### src/mode_ctrl_consts.vh
`ifndef MODE_CTRL_CONSTS_VH
`define MODE_CTRL_CONSTS_VH

// =====================================================================
// timing figures in nanoseconds, and the clock period
// =====================================================================
`define CLK_PERIOD_NS 50
`define SLEEP_HOLD_MIN_NS 8000
`define SLEEP_HOLD_MAX_NS 50000
`define WAKE_FILT_MIN_NS 750
`define WAKE_FILT_MAX_NS 5000

// sleep hold: least time, round up (160 cycles)
`define SLEEP_HOLD_CYC \
  ((`SLEEP_HOLD_MIN_NS + `CLK_PERIOD_NS - 1) / `CLK_PERIOD_NS)
// wake filter: least time, round up (15 cycles)
`define WAKE_FILT_CYC \
  ((`WAKE_FILT_MIN_NS + `CLK_PERIOD_NS - 1) / `CLK_PERIOD_NS)

// =====================================================================
// mode encodings on the mode output
// =====================================================================
`define MODE_STANDBY 2'h0
`define MODE_NORMAL 2'h1
`define MODE_RX_ONLY 2'h2
`define MODE_SLEEP 2'h3

`endif

### src/mode_ctrl.v
`timescale 1ns/100ps
`include "mode_ctrl_consts.vh"
module mode_ctrl #(
  parameter SLEEP_HOLD = `SLEEP_HOLD_CYC,
  parameter WAKE_FILT = `WAKE_FILT_CYC
) (
  input wire I_CLK,
  input wire I_RST_N,
  input wire I_MODE_SEL_HIGH,
  input wire I_STANDBY_LOW_PIN,
  input wire I_BUS_DOMINANT,
  input wire I_VS_OK,
  input wire I_VIO_OK,
  input wire I_VCC_OK,
  output reg [1:0] O_MODE,
  output reg O_RXD,
  output reg O_FAULT_FLAG_OUT_N,
  output reg O_WAKE_PENDING
);
  // state codes, one-hot
  localparam ST_STANDBY = 4'b0001;
  localparam ST_NORMAL = 4'b0010;
  localparam ST_GOSLEEP = 4'b0100;
  localparam ST_SLEEP = 4'b1000;

  // =====================================================================
  // input synchronisers
  // =====================================================================
  reg [4:0] meta_reg;
  reg [4:0] sync_reg;
  wire en_s = sync_reg[0];
  wire stb_n_s = sync_reg[1];
  wire vs_s = sync_reg[2];
  wire vio_s = sync_reg[3];
  wire vcc_s = sync_reg[4];

  // pins and supply monitors come from outside the clock domain
  always @(posedge I_CLK) begin
    if (!I_RST_N) begin
      meta_reg <= 5'h00;
      sync_reg <= 5'h00;
    end else begin
      meta_reg <= {I_VCC_OK, I_VIO_OK, I_VS_OK, I_STANDBY_LOW_PIN,
                   I_MODE_SEL_HIGH};
      sync_reg <= meta_reg;
    end
  end

  // =====================================================================
  // bus wake detection
  // =====================================================================
  wire bus_s;
  wire wake_hit;
  reg bus_last_reg;
  reg edge_seen_reg;
  reg [3:0] state_reg;
  reg [3:0] state_next;

  // filter counts only after a fresh edge has armed it
  sync_filter #(
    .COUNT(WAKE_FILT),
    .CW(8)
  ) u_wake (
    .i_clk(I_CLK),
    .i_rst_n(I_RST_N),
    .i_async(I_BUS_DOMINANT),
    .i_arm(edge_seen_reg),
    .o_sync(bus_s),
    .o_hit(wake_hit)
  );

  // a bus already dominant at sleep entry never arms the filter
  always @(posedge I_CLK) begin
    if (!I_RST_N) begin
      bus_last_reg <= 1'b1;
      edge_seen_reg <= 1'b0;
    end else begin
      bus_last_reg <= bus_s;
      if (state_reg != ST_SLEEP || !bus_s)
        edge_seen_reg <= 1'b0;
      else if (!bus_last_reg && bus_s)
        edge_seen_reg <= 1'b1;
    end
  end

  // =====================================================================
  // supply state and wake reporting qualifier
  // =====================================================================
  wire all_ok = vs_s && vio_s && vcc_s;
  reg vs_fault_reg;

  // vs loss or power-up blocks wake reporting until a pin command
  always @(posedge I_CLK) begin
    if (!I_RST_N)
      vs_fault_reg <= 1'b1;
    else if (!vs_s)
      vs_fault_reg <= 1'b1;
    else if (all_ok && en_s)
      vs_fault_reg <= 1'b0;
  end

  // =====================================================================
  // sleep hold counter
  // =====================================================================
  reg [15:0] hold_reg;
  wire sleep_cmd = en_s && !stb_n_s;
  wire hold_done = (hold_reg == SLEEP_HOLD[15:0] - 16'h0001);

  // restarts whenever the go-to-sleep state is not held
  always @(posedge I_CLK) begin
    if (!I_RST_N || state_reg != ST_GOSLEEP)
      hold_reg <= 16'h0000;
    else if (!hold_done)
      hold_reg <= hold_reg + 16'h0001;
  end

  // =====================================================================
  // command lock after a wake
  // =====================================================================
  reg [1:0] pins_last_reg;
  reg cmd_lock_reg;
  wire pins_moved = ({en_s, stb_n_s} != pins_last_reg);
  wire cmd_ok = all_ok && !cmd_lock_reg;

  // a wake lands in standby with the sleep pins often still set; pin
  // commands wait until the host moves a pin, so a stale sleep request
  // is not applied a second time and the wake report stands
  always @(posedge I_CLK) begin
    if (!I_RST_N) begin
      pins_last_reg <= 2'h0;
      cmd_lock_reg <= 1'b0;
    end else begin
      pins_last_reg <= {en_s, stb_n_s};
      if (state_reg == ST_SLEEP && wake_hit)
        cmd_lock_reg <= 1'b1;
      else if (pins_moved)
        cmd_lock_reg <= 1'b0;
    end
  end

  // =====================================================================
  // mode state machine; bus level reaches it only through wake_hit
  // =====================================================================
  always @* begin
    state_next = state_reg;
    case (state_reg)
      ST_STANDBY: begin
        if (cmd_ok && sleep_cmd)
          state_next = ST_GOSLEEP;
        else if (cmd_ok && en_s && stb_n_s)
          state_next = ST_NORMAL;
      end
      ST_NORMAL: begin
        if (!all_ok)
          state_next = ST_STANDBY;
        else if (sleep_cmd)
          state_next = ST_GOSLEEP;
        else if (!stb_n_s)
          state_next = ST_STANDBY;
      end
      ST_GOSLEEP: begin
        if (!all_ok)
          state_next = ST_STANDBY;
        else if (!sleep_cmd)
          state_next = stb_n_s ? ST_NORMAL : ST_STANDBY;
        else if (hold_done)
          state_next = ST_SLEEP;
      end
      ST_SLEEP: begin
        if (!vs_s)
          state_next = ST_STANDBY;
        else if (wake_hit)
          state_next = ST_STANDBY;
        else if (all_ok && en_s && stb_n_s)
          state_next = ST_NORMAL;
      end
      default: state_next = ST_STANDBY;
    endcase
  end

  always @(posedge I_CLK) begin
    if (!I_RST_N)
      state_reg <= ST_STANDBY;
    else
      state_reg <= state_next;
  end

  // =====================================================================
  // registered outputs
  // =====================================================================
  // wake report is latched and held until the host selects normal mode or vs is lost
  always @(posedge I_CLK) begin
    if (!I_RST_N) begin
      O_MODE <= `MODE_STANDBY;
      O_WAKE_PENDING <= 1'b0;
      O_RXD <= 1'b1;
      O_FAULT_FLAG_OUT_N <= 1'b1;
    end else begin
      case (state_next)
        ST_NORMAL: O_MODE <= `MODE_NORMAL;
        ST_SLEEP: O_MODE <= `MODE_SLEEP;
        default: O_MODE <= `MODE_STANDBY;
      endcase
      if (state_reg == ST_SLEEP && wake_hit && !vs_fault_reg)
        O_WAKE_PENDING <= 1'b1;
      else if (state_next == ST_NORMAL || !vs_s)
        O_WAKE_PENDING <= 1'b0;
      if (state_next == ST_NORMAL) begin
        O_RXD <= !bus_s;
        O_FAULT_FLAG_OUT_N <= 1'b1;
      end else begin
        O_RXD <= !(O_WAKE_PENDING && state_reg == ST_STANDBY);
        O_FAULT_FLAG_OUT_N <= !(O_WAKE_PENDING &&
                                state_reg == ST_STANDBY);
      end
    end
  end
endmodule // mode_ctrl

### src/sync_filter.v
`timescale 1ns/100ps
// =====================================================================
// two-flop synchroniser followed by a qualification counter
// =====================================================================
module sync_filter #(
  parameter COUNT = 15,
  parameter CW = 8
) (
  input wire i_clk,
  input wire i_rst_n,
  input wire i_async,
  input wire i_arm,
  output reg o_sync,
  output reg o_hit
);
  reg meta_reg;
  reg [CW-1:0] cnt_reg;

  // first flop is read only by the second flop
  always @(posedge i_clk) begin
    if (!i_rst_n) begin
      meta_reg <= 1'b0;
      o_sync <= 1'b0;
    end else begin
      meta_reg <= i_async;
      o_sync <= meta_reg;
    end
  end

  // counts synchronised high cycles while armed; hit is sticky until
  // disarmed or the synchronised input falls, so the caller sees a stable level
  always @(posedge i_clk) begin
    if (!i_rst_n || !i_arm || !o_sync) begin
      cnt_reg <= {CW{1'b0}};
      o_hit <= 1'b0;
    end else if (cnt_reg == COUNT[CW-1:0] - 1'b1) begin
      o_hit <= 1'b1;
    end else begin
      cnt_reg <= cnt_reg + 1'b1;
    end
  end
endmodule // sync_filter

### config.mk
export PLATFORM = sky130hd
export DESIGN_NAME = mode_ctrl
export DESIGN_NICKNAME = d
export VERILOG_FILES = /design/src/mode_ctrl.v /design/src/sync_filter.v
export VERILOG_INCLUDE_DIRS = /design/src
export SDC_FILE = /design/constraint.sdc
export NUM_CORES = 1
export LEC_CHECK = 0
export ABC_AREA = 0
export BUFFER_PORTS_ARGS = -buffer_cell sky130_fd_sc_hd__buf_2
export CORE_ASPECT_RATIO = 1.25
export CORE_MARGIN = 1.5
export CORE_UTILIZATION = 45
export CTS_BUF_LIST = sky130_fd_sc_hd__clkbuf_4 sky130_fd_sc_hd__clkbuf_8
export CTS_CLUSTER_SIZE = 20
export DETAILED_ROUTE_END_ITERATION = 7
export GPL_TIMING_DRIVEN = 0
export MAX_ROUTING_LAYER = met4
export SETUP_SLACK_MARGIN = 0.02
export SYNTH_ARGS = -nofsm -noshare
export SYNTH_HDL_FRONTEND = slang
export SYNTH_HIERARCHICAL = 1
export SYNTH_SLANG_ARGS = --single-unit
### constraint.sdc
create_clock -name I_CLK -period 1.96 [get_ports I_CLK]
set_clock_uncertainty 0.2 [all_clocks]
set_input_delay 0.196 -clock I_CLK [delete_from_list [all_inputs] [get_ports I_CLK]]
set_output_delay 0.196 -clock I_CLK [all_outputs]
set_load 0.005 [all_outputs]
# Word-level counts from Yosys, hierarchy flattened
# Index checks and enable logic that the tools add are counted.
[op_classes] add_sub_neg=2 eq_ne=11 mux=19 bitwise_logic=1 n_reduce_logical=32
[op_table] op="4-bit 2-to-1 mux" count=11
[op_table] op="16-bit by 1-bit adder with 16-bit output (second input constant)" count=1
[op_table] op="16-bit by 8-bit equality test with 1-bit output (second input constant)" count=1
[op_table] op="4-bit case mux with 4 select lines" count=1
[op_table] op="1-bit logical AND" count=13
[op_table] op="1-bit logical NOT" count=9
[op_table] op="8-bit by 1-bit adder with 8-bit output (second input constant)" count=1
[op_table] op="4-bit by 2-bit equality test with 1-bit output (second input constant)" count=2
[op_table] op="4-bit equality test (second input constant)" count=2
[op_table] op="8-bit by 4-bit equality test with 1-bit output (second input constant)" count=1
[op_table] op="1-bit logical OR" count=5
[op_table] op="1-bit 2-to-1 mux" count=5
[op_table] op="4-bit by 1-bit equality test with 1-bit output (second input constant)" count=1
[op_table] op="4-bit by 3-bit equality test with 1-bit output (second input constant)" count=1
[op_table] op="4-bit by 3-bit != test with 1-bit output (second input constant)" count=1
[op_table] op="4-bit != test (second input constant)" count=1
[op_table] op="2-bit case mux with 2 select lines" count=1
[op_table] op="2-bit nonzero test" count=2
[op_table] op="2-bit OR reduction" count=2
[op_table] op="2-bit 2-to-1 mux" count=1
[op_table] op="2-bit != test" count=1
[op_table] op="2-bit AND reduction" count=1
[op_table] op="1-bit NOT" count=1
[totals] regBits=52 in_bits=8 out_inout_bits=5 word_cells=82

# Longest topological paths before layout
[depth] depth_word=12 mapped_depth=6 mapped_depth_nobuf=5

# Hierarchy
# The synthesis kept the hierarchy.
[modules_own_cells] module="mode_ctrl" n_inst=1 cells_each=190 area_per_inst_um2=1739.2 seq_area_each_um2=820.8
[modules_own_cells] module="sync_filter" n_inst=1 cells_each=50 area_per_inst_um2=462.9 seq_area_each_um2=220.2

# Least setup slack after synthesis
# OpenSTA, ideal clock, no wires.
[synth_timing] path_kind="reg-to-reg" start="register hold_reg[0]" end="register hold_reg[3]" setup_ns=0.070 t_arrival_ns=1.611 required_ns=1.690 slack_ns=0.079 stages_incl_launch_ff=7 path_buffers=1 period_less_slack_ns=1.881 cell_sequence="dfxtp_1 -> ha_1 -> and4_1 -> and4_1 -> clkbuf_1 -> or3_1 -> a21oi_1"
[synth_via] elab_chain_len=1 elab_cells_between_ends=2 classes_between="add/sub (1); eq/ne (1)"
[synth_rtl] element="start: declaration" line_no="mode_ctrl.v:105" text="reg [15:0] hold_reg;"
[synth_rtl] element="start signal: assignment" line_no="mode_ctrl.v:114" text="hold_reg <= hold_reg + 16'h0001;"
[synth_rtl] element="16-bit by 1-bit adder with 16-bit output or 16-bit by 8-bit equality test with 1-bit output (tied branches)" line_no="mode_ctrl.v:114, mode_ctrl.v:107"
# Parallel ways exist; a longest one is shown, timed or not.
# A chain may end at the register's enable or synchronous reset.

# Worst setup path in the final report
[layout_timing] start="register state_reg[1]" end="register O_RXD"
[layout_via] elab_chain_len=6 elab_cells_between_ends=20 classes_between="eq/ne (5); mux (13); reduce/logical (2)"
[layout_rtl] element="start: declaration" line_no="mode_ctrl.v:56" text="reg [3:0] state_reg;"
[layout_rtl] element="start signal: assignment" line_no="mode_ctrl.v:185" text="state_reg <= state_next;"
[layout_rtl] element="4-bit 2-to-1 mux, on equally long branches" line_no="mode_ctrl.v:174, mode_ctrl.v:158, mode_ctrl.v:166"
[layout_rtl] element="4-bit 2-to-1 mux, on equally long branches" line_no="mode_ctrl.v:172, mode_ctrl.v:156, mode_ctrl.v:164"
[layout_rtl] element="4-bit 2-to-1 mux, on equally long branches" line_no="mode_ctrl.v:170, mode_ctrl.v:154, mode_ctrl.v:162"
[layout_rtl] element="4-bit case mux with 4 select lines" line_no="mode_ctrl.v:146" text="case (state_reg)"
[layout_rtl] element="4-bit by 2-bit equality test with 1-bit output" line_no="mode_ctrl.v:208" text="if (state_next == ST_NORMAL) begin"
[layout_rtl] element="1-bit 2-to-1 mux *" line_no="mode_ctrl.v:208"
[layout_rtl] element="end signal: assignment" line_no="mode_ctrl.v:209" text="O_RXD <= !bus_s;"
[layout_rtl] element="end signal: assignment" line_no="mode_ctrl.v:212" text="O_RXD <= !(O_WAKE_PENDING && state_reg == ST_STANDBY);"
[layout_rtl] element="end: declaration" line_no="mode_ctrl.v:16" text="output reg O_RXD,"
# Every way passes the cells marked *; elsewhere a longest branch is shown, timed or not.

==> key figures <==
Synth
  • Synth warn: 6
  • Commonest cells post-synth: dfxtp_1, nor2_1, a21oi_1, nand3_1, and2_1
  • Mapped Area: 2200 um^2
  • Ys flop type: dfxtp_1
  • Async set-reset flop share out of synthesis: 0
  • Post-synthesis cell count: 240
  • Syn_nets: 251
  • Yosys top cell area share: 0.473
  • Cell taking the most area after synthesis: dfxtp_1
  • Top-count cell post-synth: dfxtp_1
  • EDFF count, synth: 0
  • Most area-consuming cells after synthesis: dfxtp_1, and2_1, xnor2_1, nor2_1, a21oi_1
  • Sequential share of the synthesized area: 0.473
  • Syn Area/Cell: 9.18 um^2
  • Unique masters post-synth: 44
  • Register bit total from synthesis: 52

Worst setup path
  • Crit path max-delay family: compound AO/OA/AOI/OAI gates
  • Crit path to: O_RXD
  • Flop-to-flop setup slack: 0.11 ns
  • Reg2reg end: O_RXD
  • Reg2reg start: state_reg[1]
  • CP startpoint: state_reg[1]
  • Critical path class: register to register
  • Startpoint Class: register
  • CP max FO: 9
  • Cell count along the critical path: 5
  • R2r worst-path depth: 5
  • Setup crit end kind: register
  • CP max-delay cell: mux2_2
  • CP arrival: 1.85 ns
  • Worst-path cell chain: buf_2, nor4bb_2, o311ai_0, a21oi_2, mux2_2
  • Critical Path RT: 1.96 ns
  • Crit path largest cell delay: 0.36 ns
  • Buf/Inv on CP: 1

Floorplanning
  • I/O pin total: 13
  • Number of cell rows: 28
  • Die ar.: 5320 um^2
  • Die span in y: 81.2 um
  • Placeable Area: 4730 um^2
  • Die Wd: 65.6 um
  • Initial cell density of the core: 0.466

Power
  • Power per cell area: 670 nW/um^2
  • Leak: 0.000848 uW
  • Max VDD drop: 0.547 mV

Timing
  • Crit share post-route: 0.946
  • Final setup violation count: 0
  • Max Fclk: 539 MHz
  • WHS: 0.239 ns
  • Slew at the pin closest to its max-slew limit: 0.604 ns
  • Worst Setup Slack, final: 0.106 ns
  • Final max-slew violation count: 0
  • Fin. Hold Viols: 0
  • RSZ-0062 raised after global routing: yes
  • Slew margin rel.: 0.592
  • Final Critical Period: 1.85 ns

Route
  • Drt initial violations: 50
  • Total wire length: 3950 um
  • Number of remaining DRC errors: 0
  • Routed wire per std cell: 12.0 um
  • Drt via density: 5.09
  • Initial DRT Pass Iterations: 4
  • Vias: 1675
  • Routed Antenna Nets: 0

Clocking
  • Num Clock Sinks: 52
  • Clk root buf: clkbuf_8
  • CTS Buf Count: 5
  • Clk_lat worst skew: 0.30 ns
  • CTS tree: built
  • Clk buf depth: 2
  • CTS clock-pin slew for the worst setup and hold paths: 0.09 ns
  • # H-tree levels: 2

Status
  • Outcome: finished clean

Finish
  • Max reg flops: 16
  • Finished Layout Cells: 329
  • Layout cells sized above 1: 0.145
  • Area growth from synthesis to layout: 15.1%
  • Core Util, Final: 0.536
  • Final nets: 280
  • Ant. Diodes: 0

Placement
  • Port Buffers: 12
  • Routability-driven placement congestion ratio: 0.795
  • Dpl hpwl: 2740 um
  • Total placed cells including tap cells: 312
  • Pre-CTS setup slack: -0.125 ns

Min path
  • Hold Path Class: register to register

GRT
  • Largest net degree at the start of global routing: 16
  • First-pass GRT wire length: 6720 um
  • Initial antenna violation count: 0
  • GRT Util Overall: 0.168
  • Number of global-route vias before repair: 1558
  • Grt ovf: 0

Run
  • Number of max-cap violations: 0
==> worst min-delay path by stage <==
stage / from / to / slack, ns / cells after the start
6_report: meta_reg[0] / sync_reg[0] / 0.24 / 1
5_1_grt: meta_reg[4] / sync_reg[4] / 0.25 / 1
4_1_cts: meta_reg[0] / sync_reg[0] / 0.24 / 1
3_5_place_dp: I_VS_OK / meta_reg[2] / 0.21 / 2
3_3_place_gp: I_BUS_DOMINANT / u_wake/meta_reg / 0.20 / 2
2_1_floorplan: I_RST_N / u_wake/meta_reg / 0.12 / 1
==> cell families (layout without fill, tap and decap cells) <==
| group | after synthesis | after routing | share of synthesized area |
|---|---|---|---|
| multiplexers | 4 | 4 | 0.0199 |
| flip-flops | 52 | 52 | 0.473 |
| buffers and inverters | 20 | 49 | 0.0472 |
| XOR/XNOR | 15 | 15 | 0.0597 |
| adder cells (fa/ha/maj) | 3 | 3 | 0.0170 |
| AO/OA/AOI/OAI | 37 | 37 | 0.0994 |
| AND/OR/NAND/NOR | 109 | 109 | 0.284 |
==> area by class of cell <==
type,instances,area [um^2]
flip-flops and latches,52,1040
plain buffers,7,57.6
repair buffers,23,163
inverters,12,45.0
fillers,461,2190
well taps,60,75.1
multi-input cells,168,1070
clock buffers,5,68.8
clock inverters,2,12.5
==> per-stage QoR <==
stage,power [uW],setup TNS [ns],area [um^2]
6_report,1700,0,2530
2_1_floorplan,1120,0,2200
3_3_place_gp,1130,-0.504,2340
5_1_grt,1770,0,2530
3_5_place_dp,1130,-0.513,2340
4_1_cts,1730,0,2510
==> cell usage in the layout (no fill, tap or decap), drive strengths merged, types with 2 or more instances in the layout <==
master	instances
o21ai	11
xor2	5
and2	14
dlygate4sd3	8
or3	6
mux2	3
a21oi	15
nor3	8
nand2b	4
nor4	5
buf	19
o21a	4
nand3	15
dfxtp	52
ha	3
inv	12
or2	4
nand4	8
xnor2	10
and4	2
nor4b	4
nand2	10
nor2	21
nor2b	2
clkbuf	8
==> what timing repair did <==
action / in CTS / in global routing
hold buffers: 8 / 0
gates resized for setup: 3 / 3
setup buffers: 1 / 2
pin swaps: 1 / 1
setup endpoints to repair: 11 / 11
hold endpoints to repair: 7 / 0
==> power breakdown <==
group          total [uW]  switching [uW]  internal (uW)
clock network         579             337            242
logic                43.6            16.7           26.8
registers            1080            7.60           1070
==> layer usage <==
metal / vias to the layer above / track usage / routed length (um)
met3: 6 / 0.0457 / 111
met2: 17 / 0.285 / 1880
met1: 756 / 0.190 / 1890
met4: 0 / 0.0625 / 65
li1: 896 / - / -
met5: - / - / 0
No activity file was read; power rests on OpenSTA's default activity.
